**src/verilog/cse_pkg.sv**
```systemverilog
package cse_pkg;
	// ==========================================================
	// Bus layout
	localparam int CSE_AW = 8;
	localparam logic [1:0] CSE_RESP_OKAY = 2'h0;
	localparam logic [1:0] CSE_RESP_SLVERR = 2'h2;
	localparam logic [7:0] CSE_OFF_INSTR = 8'h00;
	localparam logic [7:0] CSE_OFF_WREG = 8'h04;
	localparam logic [7:0] CSE_OFF_STATUS = 8'h08;
	localparam logic [7:0] CSE_OFF_PC = 8'h0c;
	localparam logic [7:0] CSE_OFF_STACK = 8'h10;
	localparam logic [7:0] CSE_OFF_MEMADDR = 8'h14;
	localparam logic [7:0] CSE_OFF_MEMDATA = 8'h18;
	localparam logic [7:0] CSE_OFF_WDOG = 8'h1c;

	// ==========================================================
	// Instruction word fields
	localparam int CSE_OP_LSB = 0;
	localparam int CSE_BIT_LSB = 4;
	localparam int CSE_MADDR_LSB = 8;
	localparam int CSE_TARGET_LSB = 16;
	localparam int CSE_PC_W = 11;
	localparam int CSE_SP_W = 3;
	localparam int CSE_STACK_DEPTH = 8;
	localparam int CSE_MEM_DEPTH = 256;

	localparam logic [2:0] CSE_OP_NOP = 3'h0;
	localparam logic [2:0] CSE_OP_AND_INTO_MEMORY = 3'h1;
	localparam logic [2:0] CSE_OP_CALL = 3'h2;
	localparam logic [2:0] CSE_OP_ZEROING_BYTE = 3'h3;
	localparam logic [2:0] CSE_OP_ZEROING_BIT = 3'h4;
	localparam logic [2:0] CSE_OP_CLEAR_WATCHDOG = 3'h5;
	localparam logic [2:0] CSE_OP_INVERT = 3'h6;

	// ==========================================================
	// Status bits and reset values
	localparam int CSE_ST_ZERO = 0;
	localparam int CSE_ST_EXPIRY = 1;
	localparam int CSE_ST_POWERDOWN = 2;
	localparam int CSE_ST_BUSY = 8;
	localparam logic [CSE_PC_W-1:0] CSE_PC_RESET = 11'h000;
	localparam logic [7:0] CSE_WREG_RESET = 8'h00;
	localparam logic [7:0] CSE_BYTE_ZERO = 8'h00;
	localparam logic [15:0] CSE_WDOG_DEFAULT = 16'hffff;

	typedef enum logic [1:0] {
		CSE_IDLE,
		CSE_EXEC,
		CSE_CALL_LOAD
	} cse_state_t;
endpackage

```
**src/verilog/cse_top.sv**
```systemverilog
`timescale 1ns/1ns
// Functional notes
// - AND working register into memory byte
// - Call pushes program counter plus one
// - Call then loads target, flags untouched
// - Call takes two instruction cycles
// - Byte clear writes 00H, flags untouched
// - Bit clear zeroes one bit only
// - Watchdog clear resets counter, expiry, powerdown
// - Invert writes one's complement back
module cse_top
	import cse_pkg::*;
#(
	parameter logic [15:0] WDOG_TIMEOUT_CYCLES = CSE_WDOG_DEFAULT
) (
	input wire logic aclk,
	input wire logic aresetn,
	input wire logic [CSE_AW-1:0] s_axi_awaddr,
	input wire logic s_axi_awvalid,
	output logic s_axi_awready,
	input wire logic [31:0] s_axi_wdata,
	input wire logic [3:0] s_axi_wstrb,
	input wire logic s_axi_wvalid,
	output logic s_axi_wready,
	output logic [1:0] s_axi_bresp,
	output logic s_axi_bvalid,
	input wire logic s_axi_bready,
	input wire logic [CSE_AW-1:0] s_axi_araddr,
	input wire logic s_axi_arvalid,
	output logic s_axi_arready,
	output logic [31:0] s_axi_rdata,
	output logic [1:0] s_axi_rresp,
	output logic s_axi_rvalid,
	input wire logic s_axi_rready,
	input wire logic powerdown_req,
	output logic busy,
	output logic expiry_flag
);

	// ==========================================================
	// Helpers
	function automatic logic [31:0] merge_strb(input logic [31:0] old_v,
		input logic [31:0] new_v, input logic [3:0] strb);
		logic [31:0] r = old_v;
		for (int i = 0; i < 4; i++) begin
			r[i*8 +: 8] = strb[i] ? new_v[i*8 +: 8] : old_v[i*8 +: 8];
		end
		return r;
	endfunction

	function automatic logic addr_mapped(input logic [7:0] a);
		return a[1:0] == 2'h0 && a <= CSE_OFF_WDOG;
	endfunction

	// ==========================================================
	// Storage
	logic [7:0] data_mem [CSE_MEM_DEPTH];
	logic [CSE_PC_W-1:0] stack_mem [CSE_STACK_DEPTH];

	// Bus state.
	logic aw_held, next_aw_held;
	logic [7:0] aw_addr, next_aw_addr;
	logic w_held, next_w_held;
	logic [31:0] w_data, next_w_data;
	logic [3:0] w_strb, next_w_strb;
	logic bvalid, next_bvalid;
	logic [1:0] bresp, next_bresp;
	logic rvalid, next_rvalid;
	logic [31:0] rdata, next_rdata;
	logic [1:0] rresp, next_rresp;
	logic wr_fire;
	logic [31:0] rd_word;

	// Core state.
	cse_state_t state, next_state;
	logic [31:0] instr, next_instr;
	logic [7:0] working_register, next_working_register;
	logic [CSE_PC_W-1:0] pc, next_pc;
	logic [CSE_SP_W-1:0] sp, next_sp;
	logic [7:0] mem_addr, next_mem_addr;
	logic zero_flag, next_zero_flag;
	logic next_expiry_flag;
	logic powerdown_flag, next_powerdown_flag;
	logic [15:0] watchdog_counter, next_watchdog_counter;
	logic mem_we, stack_we;
	logic [7:0] mem_wa, mem_wd;
	logic [CSE_PC_W-1:0] stack_wd;
	logic [2:0] op, bit_sel;
	logic [7:0] op_addr, operand, result;
	logic [31:0] wr_val;
	logic [CSE_PC_W-1:0] pc_inc;

	assign op = instr[CSE_OP_LSB +: 3];
	assign bit_sel = instr[CSE_BIT_LSB +: 3];
	assign op_addr = instr[CSE_MADDR_LSB +: 8];
	assign operand = data_mem[op_addr];
	assign pc_inc = CSE_PC_W'(pc + 11'h001);

	// ==========================================================
	// AXI4-Lite slave
	assign s_axi_awready = !aw_held;
	assign s_axi_wready = !w_held;
	assign s_axi_arready = !rvalid;
	assign s_axi_bvalid = bvalid;
	assign s_axi_bresp = bresp;
	assign s_axi_rvalid = rvalid;
	assign s_axi_rdata = rdata;
	assign s_axi_rresp = rresp;
	// A write takes effect only once both halves are in and the previous response has gone.
	assign wr_fire = aw_held && w_held && !bvalid;

	always_comb begin
		rd_word = 32'h0000_0000;
		case (s_axi_araddr)
			CSE_OFF_INSTR: rd_word = instr;
			CSE_OFF_WREG: rd_word[7:0] = working_register;
			CSE_OFF_STATUS: begin
				rd_word[CSE_ST_ZERO] = zero_flag;
				rd_word[CSE_ST_EXPIRY] = expiry_flag;
				rd_word[CSE_ST_POWERDOWN] = powerdown_flag;
				rd_word[CSE_ST_BUSY] = busy;
			end
			CSE_OFF_PC: rd_word[CSE_PC_W-1:0] = pc;
			CSE_OFF_STACK: begin
				rd_word[CSE_PC_W-1:0] = stack_mem[CSE_SP_W'(sp - 3'h1)];
				rd_word[CSE_PC_W +: CSE_SP_W] = sp;
			end
			CSE_OFF_MEMADDR: rd_word[7:0] = mem_addr;
			CSE_OFF_MEMDATA: rd_word[7:0] = data_mem[mem_addr];
			CSE_OFF_WDOG: rd_word[15:0] = watchdog_counter;
			default: rd_word = 32'h0000_0000;
		endcase
	end

	always_comb begin
		next_aw_held = aw_held;
		next_aw_addr = aw_addr;
		next_w_held = w_held;
		next_w_data = w_data;
		next_w_strb = w_strb;
		next_bvalid = bvalid;
		next_bresp = bresp;
		next_rvalid = rvalid;
		next_rdata = rdata;
		next_rresp = rresp;
		if (bvalid && s_axi_bready) begin
			next_bvalid = 1'b0;
		end
		if (wr_fire) begin
			next_aw_held = 1'b0;
			next_w_held = 1'b0;
			next_bvalid = 1'b1;
			next_bresp = addr_mapped(aw_addr) ? CSE_RESP_OKAY : CSE_RESP_SLVERR;
		end
		if (s_axi_awvalid && !aw_held) begin
			next_aw_held = 1'b1;
			next_aw_addr = s_axi_awaddr;
		end
		if (s_axi_wvalid && !w_held) begin
			next_w_held = 1'b1;
			next_w_data = s_axi_wdata;
			next_w_strb = s_axi_wstrb;
		end
		if (rvalid && s_axi_rready) begin
			next_rvalid = 1'b0;
		end
		if (s_axi_arvalid && !rvalid) begin
			next_rvalid = 1'b1;
			next_rdata = rd_word;
			next_rresp = addr_mapped(s_axi_araddr) ? CSE_RESP_OKAY : CSE_RESP_SLVERR;
		end
	end

	// ==========================================================
	// Instruction execution
	always_comb begin
		next_state = state;
		next_instr = instr;
		next_working_register = working_register;
		next_pc = pc;
		next_sp = sp;
		next_mem_addr = mem_addr;
		next_zero_flag = zero_flag;
		next_expiry_flag = expiry_flag;
		next_powerdown_flag = powerdown_flag;
		next_watchdog_counter = 16'(watchdog_counter + 16'h0001);
		mem_we = 1'b0;
		mem_wa = op_addr;
		mem_wd = CSE_BYTE_ZERO;
		stack_we = 1'b0;
		stack_wd = pc_inc;
		result = CSE_BYTE_ZERO;
		wr_val = 32'h0000_0000;
		busy = state != CSE_IDLE;

		// Software writes are refused while an instruction runs, so memory and PC see one writer.
		if (wr_fire && state == CSE_IDLE) begin
			case (aw_addr)
				CSE_OFF_INSTR: begin
					next_instr = merge_strb(instr, w_data, w_strb);
					next_state = CSE_EXEC;
				end
				CSE_OFF_WREG: begin
					wr_val = merge_strb({24'h000000, working_register}, w_data, w_strb);
					next_working_register = wr_val[7:0];
				end
				CSE_OFF_PC: begin
					wr_val = merge_strb({21'h0, pc}, w_data, w_strb);
					next_pc = wr_val[CSE_PC_W-1:0];
				end
				CSE_OFF_MEMADDR: begin
					wr_val = merge_strb({24'h000000, mem_addr}, w_data, w_strb);
					next_mem_addr = wr_val[7:0];
				end
				CSE_OFF_MEMDATA: begin
					wr_val = merge_strb({24'h000000, data_mem[mem_addr]}, w_data, w_strb);
					mem_we = 1'b1;
					mem_wa = mem_addr;
					mem_wd = wr_val[7:0];
				end
				default: ;
			endcase
		end

		unique case (state)
			CSE_IDLE: ;
			CSE_EXEC: begin
				next_state = CSE_IDLE;
				next_pc = pc_inc;
				case (op)
					CSE_OP_AND_INTO_MEMORY: begin
						result = working_register & operand;
						mem_we = 1'b1;
						mem_wd = result;
						next_zero_flag = result == CSE_BYTE_ZERO;
					end
					CSE_OP_CALL: begin
						stack_we = 1'b1;
						next_sp = CSE_SP_W'(sp + 3'h1);
						next_pc = pc;
						next_state = CSE_CALL_LOAD;
					end
					CSE_OP_ZEROING_BYTE: begin
						mem_we = 1'b1;
						mem_wd = CSE_BYTE_ZERO;
					end
					CSE_OP_ZEROING_BIT: begin
						mem_we = 1'b1;
						mem_wd = operand & ~(8'h01 << bit_sel);
					end
					CSE_OP_CLEAR_WATCHDOG: begin
						next_watchdog_counter = 16'h0000;
						next_expiry_flag = 1'b0;
						next_powerdown_flag = 1'b0;
					end
					CSE_OP_INVERT: begin
						result = ~operand;
						mem_we = 1'b1;
						mem_wd = result;
						next_zero_flag = result == CSE_BYTE_ZERO;
					end
					default: ;
				endcase
			end
			CSE_CALL_LOAD: begin
				next_pc = instr[CSE_TARGET_LSB +: CSE_PC_W];
				next_state = CSE_IDLE;
			end
		endcase

		// Hardware events win over the clearing instruction in the same cycle.
		if (watchdog_counter >= 16'(WDOG_TIMEOUT_CYCLES - 16'h0001)) begin
			next_watchdog_counter = 16'h0000;
			next_expiry_flag = 1'b1;
		end
		if (powerdown_req) begin
			next_powerdown_flag = 1'b1;
		end
	end

	// ==========================================================
	// Registers
	always_ff @(posedge aclk) begin
		if (!aresetn) begin
			aw_held <= 1'b0;
			aw_addr <= 8'h00;
			w_held <= 1'b0;
			w_data <= 32'h0000_0000;
			w_strb <= 4'h0;
			bvalid <= 1'b0;
			bresp <= CSE_RESP_OKAY;
			rvalid <= 1'b0;
			rdata <= 32'h0000_0000;
			rresp <= CSE_RESP_OKAY;
			state <= CSE_IDLE;
			instr <= 32'h0000_0000;
			working_register <= CSE_WREG_RESET;
			pc <= CSE_PC_RESET;
			sp <= 3'h0;
			mem_addr <= 8'h00;
			zero_flag <= 1'b0;
			expiry_flag <= 1'b0;
			powerdown_flag <= 1'b0;
			watchdog_counter <= 16'h0000;
		end else begin
			aw_held <= next_aw_held;
			aw_addr <= next_aw_addr;
			w_held <= next_w_held;
			w_data <= next_w_data;
			w_strb <= next_w_strb;
			bvalid <= next_bvalid;
			bresp <= next_bresp;
			rvalid <= next_rvalid;
			rdata <= next_rdata;
			rresp <= next_rresp;
			state <= next_state;
			instr <= next_instr;
			working_register <= next_working_register;
			pc <= next_pc;
			sp <= next_sp;
			mem_addr <= next_mem_addr;
			zero_flag <= next_zero_flag;
			expiry_flag <= next_expiry_flag;
			powerdown_flag <= next_powerdown_flag;
			watchdog_counter <= next_watchdog_counter;
		end
	end

	// Data memory and stack hold no reset value; software initialises data memory, and only calls write the stack.
	always_ff @(posedge aclk) begin
		if (mem_we) begin
			data_mem[mem_wa] <= mem_wd;
		end
		if (stack_we) begin
			stack_mem[sp] <= stack_wd;
		end
	end
endmodule

```
**config.mk**
```make
export PLATFORM = sky130hd
export DESIGN_NAME = cse_top
export DESIGN_NICKNAME = d
export VERILOG_FILES = /design/src/verilog/cse_pkg.sv /design/src/verilog/cse_top.sv
export SDC_FILE = /design/constraint.sdc
export NUM_CORES = 2
export LEC_CHECK = 0
export BUFFER_PORTS_ARGS = -buffer_cell sky130_fd_sc_hd__buf_2
export CORE_AREA = 2 2 558 560
export CTS_CLUSTER_DIAMETER = 200
export DETAILED_ROUTE_END_ITERATION = 7
export DIE_AREA = 0 0 560 562
export MAX_ROUTING_LAYER = met4
export PLACE_DENSITY_LB_ADDON = 0.1
export SLEW_MARGIN = 30
export SYNTH_ARGS = -nofsm -noshare
export SYNTH_HDL_FRONTEND = slang
export SYNTH_SLANG_ARGS = --single-unit
```
**constraint.sdc**
```tcl
create_clock -name aclk -period 30.4 [get_ports aclk]
set_clock_uncertainty 0.1 [all_clocks]
set_input_delay 0 -clock aclk [delete_from_list [all_inputs] [get_ports aclk]]
set_output_delay 0 -clock aclk [all_outputs]
set_load 0.05 [all_outputs]
```
==> results by group <==
Clock tree
  • Resized cells post-CTS: 0
  • Inserted Clock Buffers: 273
  • Clock sink count: 2317
  • CTS tree: done
  • Clock-pin transition on the worst setup and hold timing paths: 60 ps
  • Clock root cell: clkbuf_16
  • Skew-Pair Late Insertion Delay: 920 ps
  • Post-CTS Setup Bufs: 0
  • CTS max path bufs: 4
  • H-tree lvl count: 5
  • Hold buffer count at cts: 132

Run status
  • Status: finished clean

Placement
  • Placed wire-length estimate: 271000 um
  • Port buffer count: 100
  • Final RePlAce weighted congestion: 0.929
  • Place WS: 21650 ps
  • Placement Cell Area: 0.114 sq mm

Layout
  • Area Growth Syn to Fin: 15.2%
  • Fillers: 27700
  • Design area: 0.124 sq mm
  • Most common cell after layout, fill and taps aside: edfxtp_1
  • Share of cells above drive strength 1: 0.320
  • Most frequent cells in the layout: 2136 x edfxtp_1, 1086 x mux4_2, 365 x nand2_1, 281 x clkbuf_16, 272 x mux2i_1
  • Layout Nets: 6363

GRT
  • First-pass GRT wire length: 567000 um
  • Number of global-route vias before repair: 65200
  • Tot GR Track Use: 0.268
  • Total grt overflow: 0
  • Initial antenna violation count: 31
  • Pin count of the biggest net entering global routing: 203

Power
  • Clock share of power: 0.484
  • Net Sw Power: 0.00143 W
  • Combinational power share: 0.009
  • Sequential Power Share: 0.507
  • Leak: 30.8 nW
  • Net Sw Frac: 0.211
  • Pwr per Cell Area: 54.7 mW/mm^2
  • VDD IR max: 0.0000395 V
  • Total internal power: 0.00535 W

Timing
  • RSZ-0062 raised after global routing: no
  • Final hold violation count: 0
  • Max-slew headroom: 0.202
  • Max Slew Vio Count: 0
  • Minimum clock period: 8230 ps
  • Worst Slack Setup Final: 22170 ps
  • # setup viols final: 0
  • Tcrit/Tclk final: 0.271
  • Least-Margin Pin Slew: 1170 ps
  • Setup TNS: 0 ps
  • Fmax: 121 MHz

Synth
  • Yosys warns: 0
  • Synth Register Bits: 2317
  • Async S/R FF share, synth: 0
  • Ys flop type: edfxtp_1
  • Synthesized cell area: 0.108 sq mm
  • Syn Inst Count: 5972
  • Yosys cell types: 74
  • Post-synth EDFFs: 2136
  • Avg Cell Area, Syn: 18.0 sq um
  • Sequential area share after synthesis: 0.629

Worst hold path
  • Hold EP: s_axi_rdata[5]
  • Hold/Removal Path Class: in -> reg
  • Hold_sp: aresetn
  • Worst Hold Depth: 3

Critical path
  • Worst Reg-to-Reg Cells: 14
  • CP endpoint kind: register
  • CP startpoint kind: register
  • Worst-path fanout max: 88
  • Critical path arrival: 8690 ps
  • R2r setup slk: 22170 ps
  • Critical path class: reg -> reg
  • Worst R2R End: data_mem[231][0]
  • Worst path required time: 30860 ps

Routing
  • Vias: 65300
  • WL/cell: 39.0 um
  • Routed vias/inst: 6.13
  • Post-DRT Antenna Nets: 0
  • DRC: 0
  • Initial DRC count: 8419
  • TritonRoute pass-1 iters: 7
  • Drt total wl: 415000 um

Run
  • Number of max-cap violations: 0

Die
  • Die H: 562 um
  • Die area: 0.315 sq mm
  • DIE WIDTH: 560 um
  • # rows: 204
  • Initial cell density of the core: 0.349
  • Core footprint: 0.308 sq mm
  • I/O pin cnt: 103
-- state kept, by name, summed over array words and instances, names as in the netlist, 2 cells and up, named ones only --
name and cells:
aw_addr 8, data_mem 2048, instr 32, mem_addr 8, pc 11, s_axi_rdata 32, sp 3, stack_mem 88
state 2, w_data 32, w_strb 4, watchdog_counter 16, working_register 8
-- worst max-delay path by stage --
stage / from / endpoint / slack (ps) / depth (start not counted)
detailed placement: register / data_mem[208][5] / 21650 / 15
global placement: register / data_mem[224][7] / 21740 / 14
CTS: register / data_mem[243][5] / 21590 / 15
finish: register / data_mem[231][0] / 22170 / 14
floorplan: register / data_mem[0][3] / 15510 / 14
global route: register / data_mem[255][0] / 21890 / 14
-- logic make-up (layout without fill, tap and decap cells) --
group | Yosys count | after routing | synth area share
xor+xnor | 24 | 24 | 0.00195
mux | 1375 | 1375 | 0.254
simple gates | 1083 | 1083 | 0.0444
buf+inv | 486 | 1019 | 0.0240
flops | 2317 | 2317 | 0.629
compound gates | 678 | 678 | 0.0452
other cells | 1 | 23 | 0.0000348
fa+ha+maj | 8 | 8 | 0.000930
-- metal layers --
layer | track usage | part of all wire | vias up
met4 | 0.100 | 0.042 | 0
met3 | 0.0556 | 0.085 | 717
met1 | 0.357 | 0.41 | 35500
li1 | - | - | 25700
met5 | - | 0 | -
met2 | 0.404 | 0.46 | 3361
-- cells in the mapped netlist, types with 17 or more instances --
cell      instances  share of area
a211oi_1         29         0.0020
a21boi_0         98         0.0068
a21oi_1          73         0.0034
a221oi_1         26         0.0021
a22o_1           20         0.0016
a22oi_1         138         0.0096
a31oi_1          25         0.0015
and2_1           19         0.0011
buf_1            38         0.0013
buf_2            82         0.0038
buf_4            62         0.0043
buf_6            57         0.0060
clkbuf_1        224         0.0078
dfxtp_1         181          0.034
edfxtp_1       2136           0.60
inv_1            21        0.00073
mux2_2           17         0.0018
mux2i_1         272          0.025
mux4_2         1086           0.23
nand2_1         383          0.013
nand2b_1         18         0.0010
nand3_1          88         0.0041
nand3b_1         20         0.0014
nor2_1          378          0.013
nor2b_1          63         0.0037
nor3_1           32         0.0015
nor4_1           22         0.0013
o211ai_1         24         0.0017
o21ai_0          46         0.0021
o221ai_1         22         0.0018
o22ai_1          82         0.0048
-- power groups by stage --
| stage | clock network [W] | logic, W | registers [W] |
|---|---|---|---|
| floorplan | 0 | 0.0000251 | 0.00351 |
| global placement | 0 | 0.0000447 | 0.00351 |
| detailed placement | 0 | 0.0000451 | 0.00351 |
| CTS | 0.00333 | 0.0000578 | 0.00344 |
| global route | 0.00345 | 0.0000631 | 0.00344 |
| finish | 0.00328 | 0.0000588 | 0.00344 |
-- stage by stage --
stage / cells / power [W] / hold slack [ps] / util
2_1_floorplan: 5973 / 0.00353 / 32.9 / -
5_1_grt: 10600 / 0.00695 / 130 / 0.402
3_3_place_gp: 10000 / 0.00355 / 120 / 0.368
4_1_cts: 10600 / 0.00683 / 56.2 / 0.402
3_5_place_dp: 10000 / 0.00355 / 142 / 0.369
6_report: 10600 / 0.00678 / 96.1 / 0.402
-- worst max-delay path, stage by stage (launching register included) --
cell       delay (ps)
dfxtp_4           640
buf_4             600
buf_4             710
buf_4             670
buf_4             570
mux4_2            330
mux2i_1            90
o2111ai_1         650
nand4_1           410
nor4b_1           740
a21boi_0          270
o21ai_0           170
o221ai_4          100
buf_4             610
buf_4             830
-- cell type report --
class	count	area (sq um)	area share
tap	4120	5150	0.0416
antenna	21	52.6	0.000424
clock buffer	337	7250	0.0585
sequential	2317	67800	0.547
timing repair buffer	510	4180	0.0337
clock inverter	149	1480	0.0119
multi-input combinational	3170	38000	0.306
inverter	23	88.8	0.000716
No activity file was read; power rests on OpenSTA's default activity.
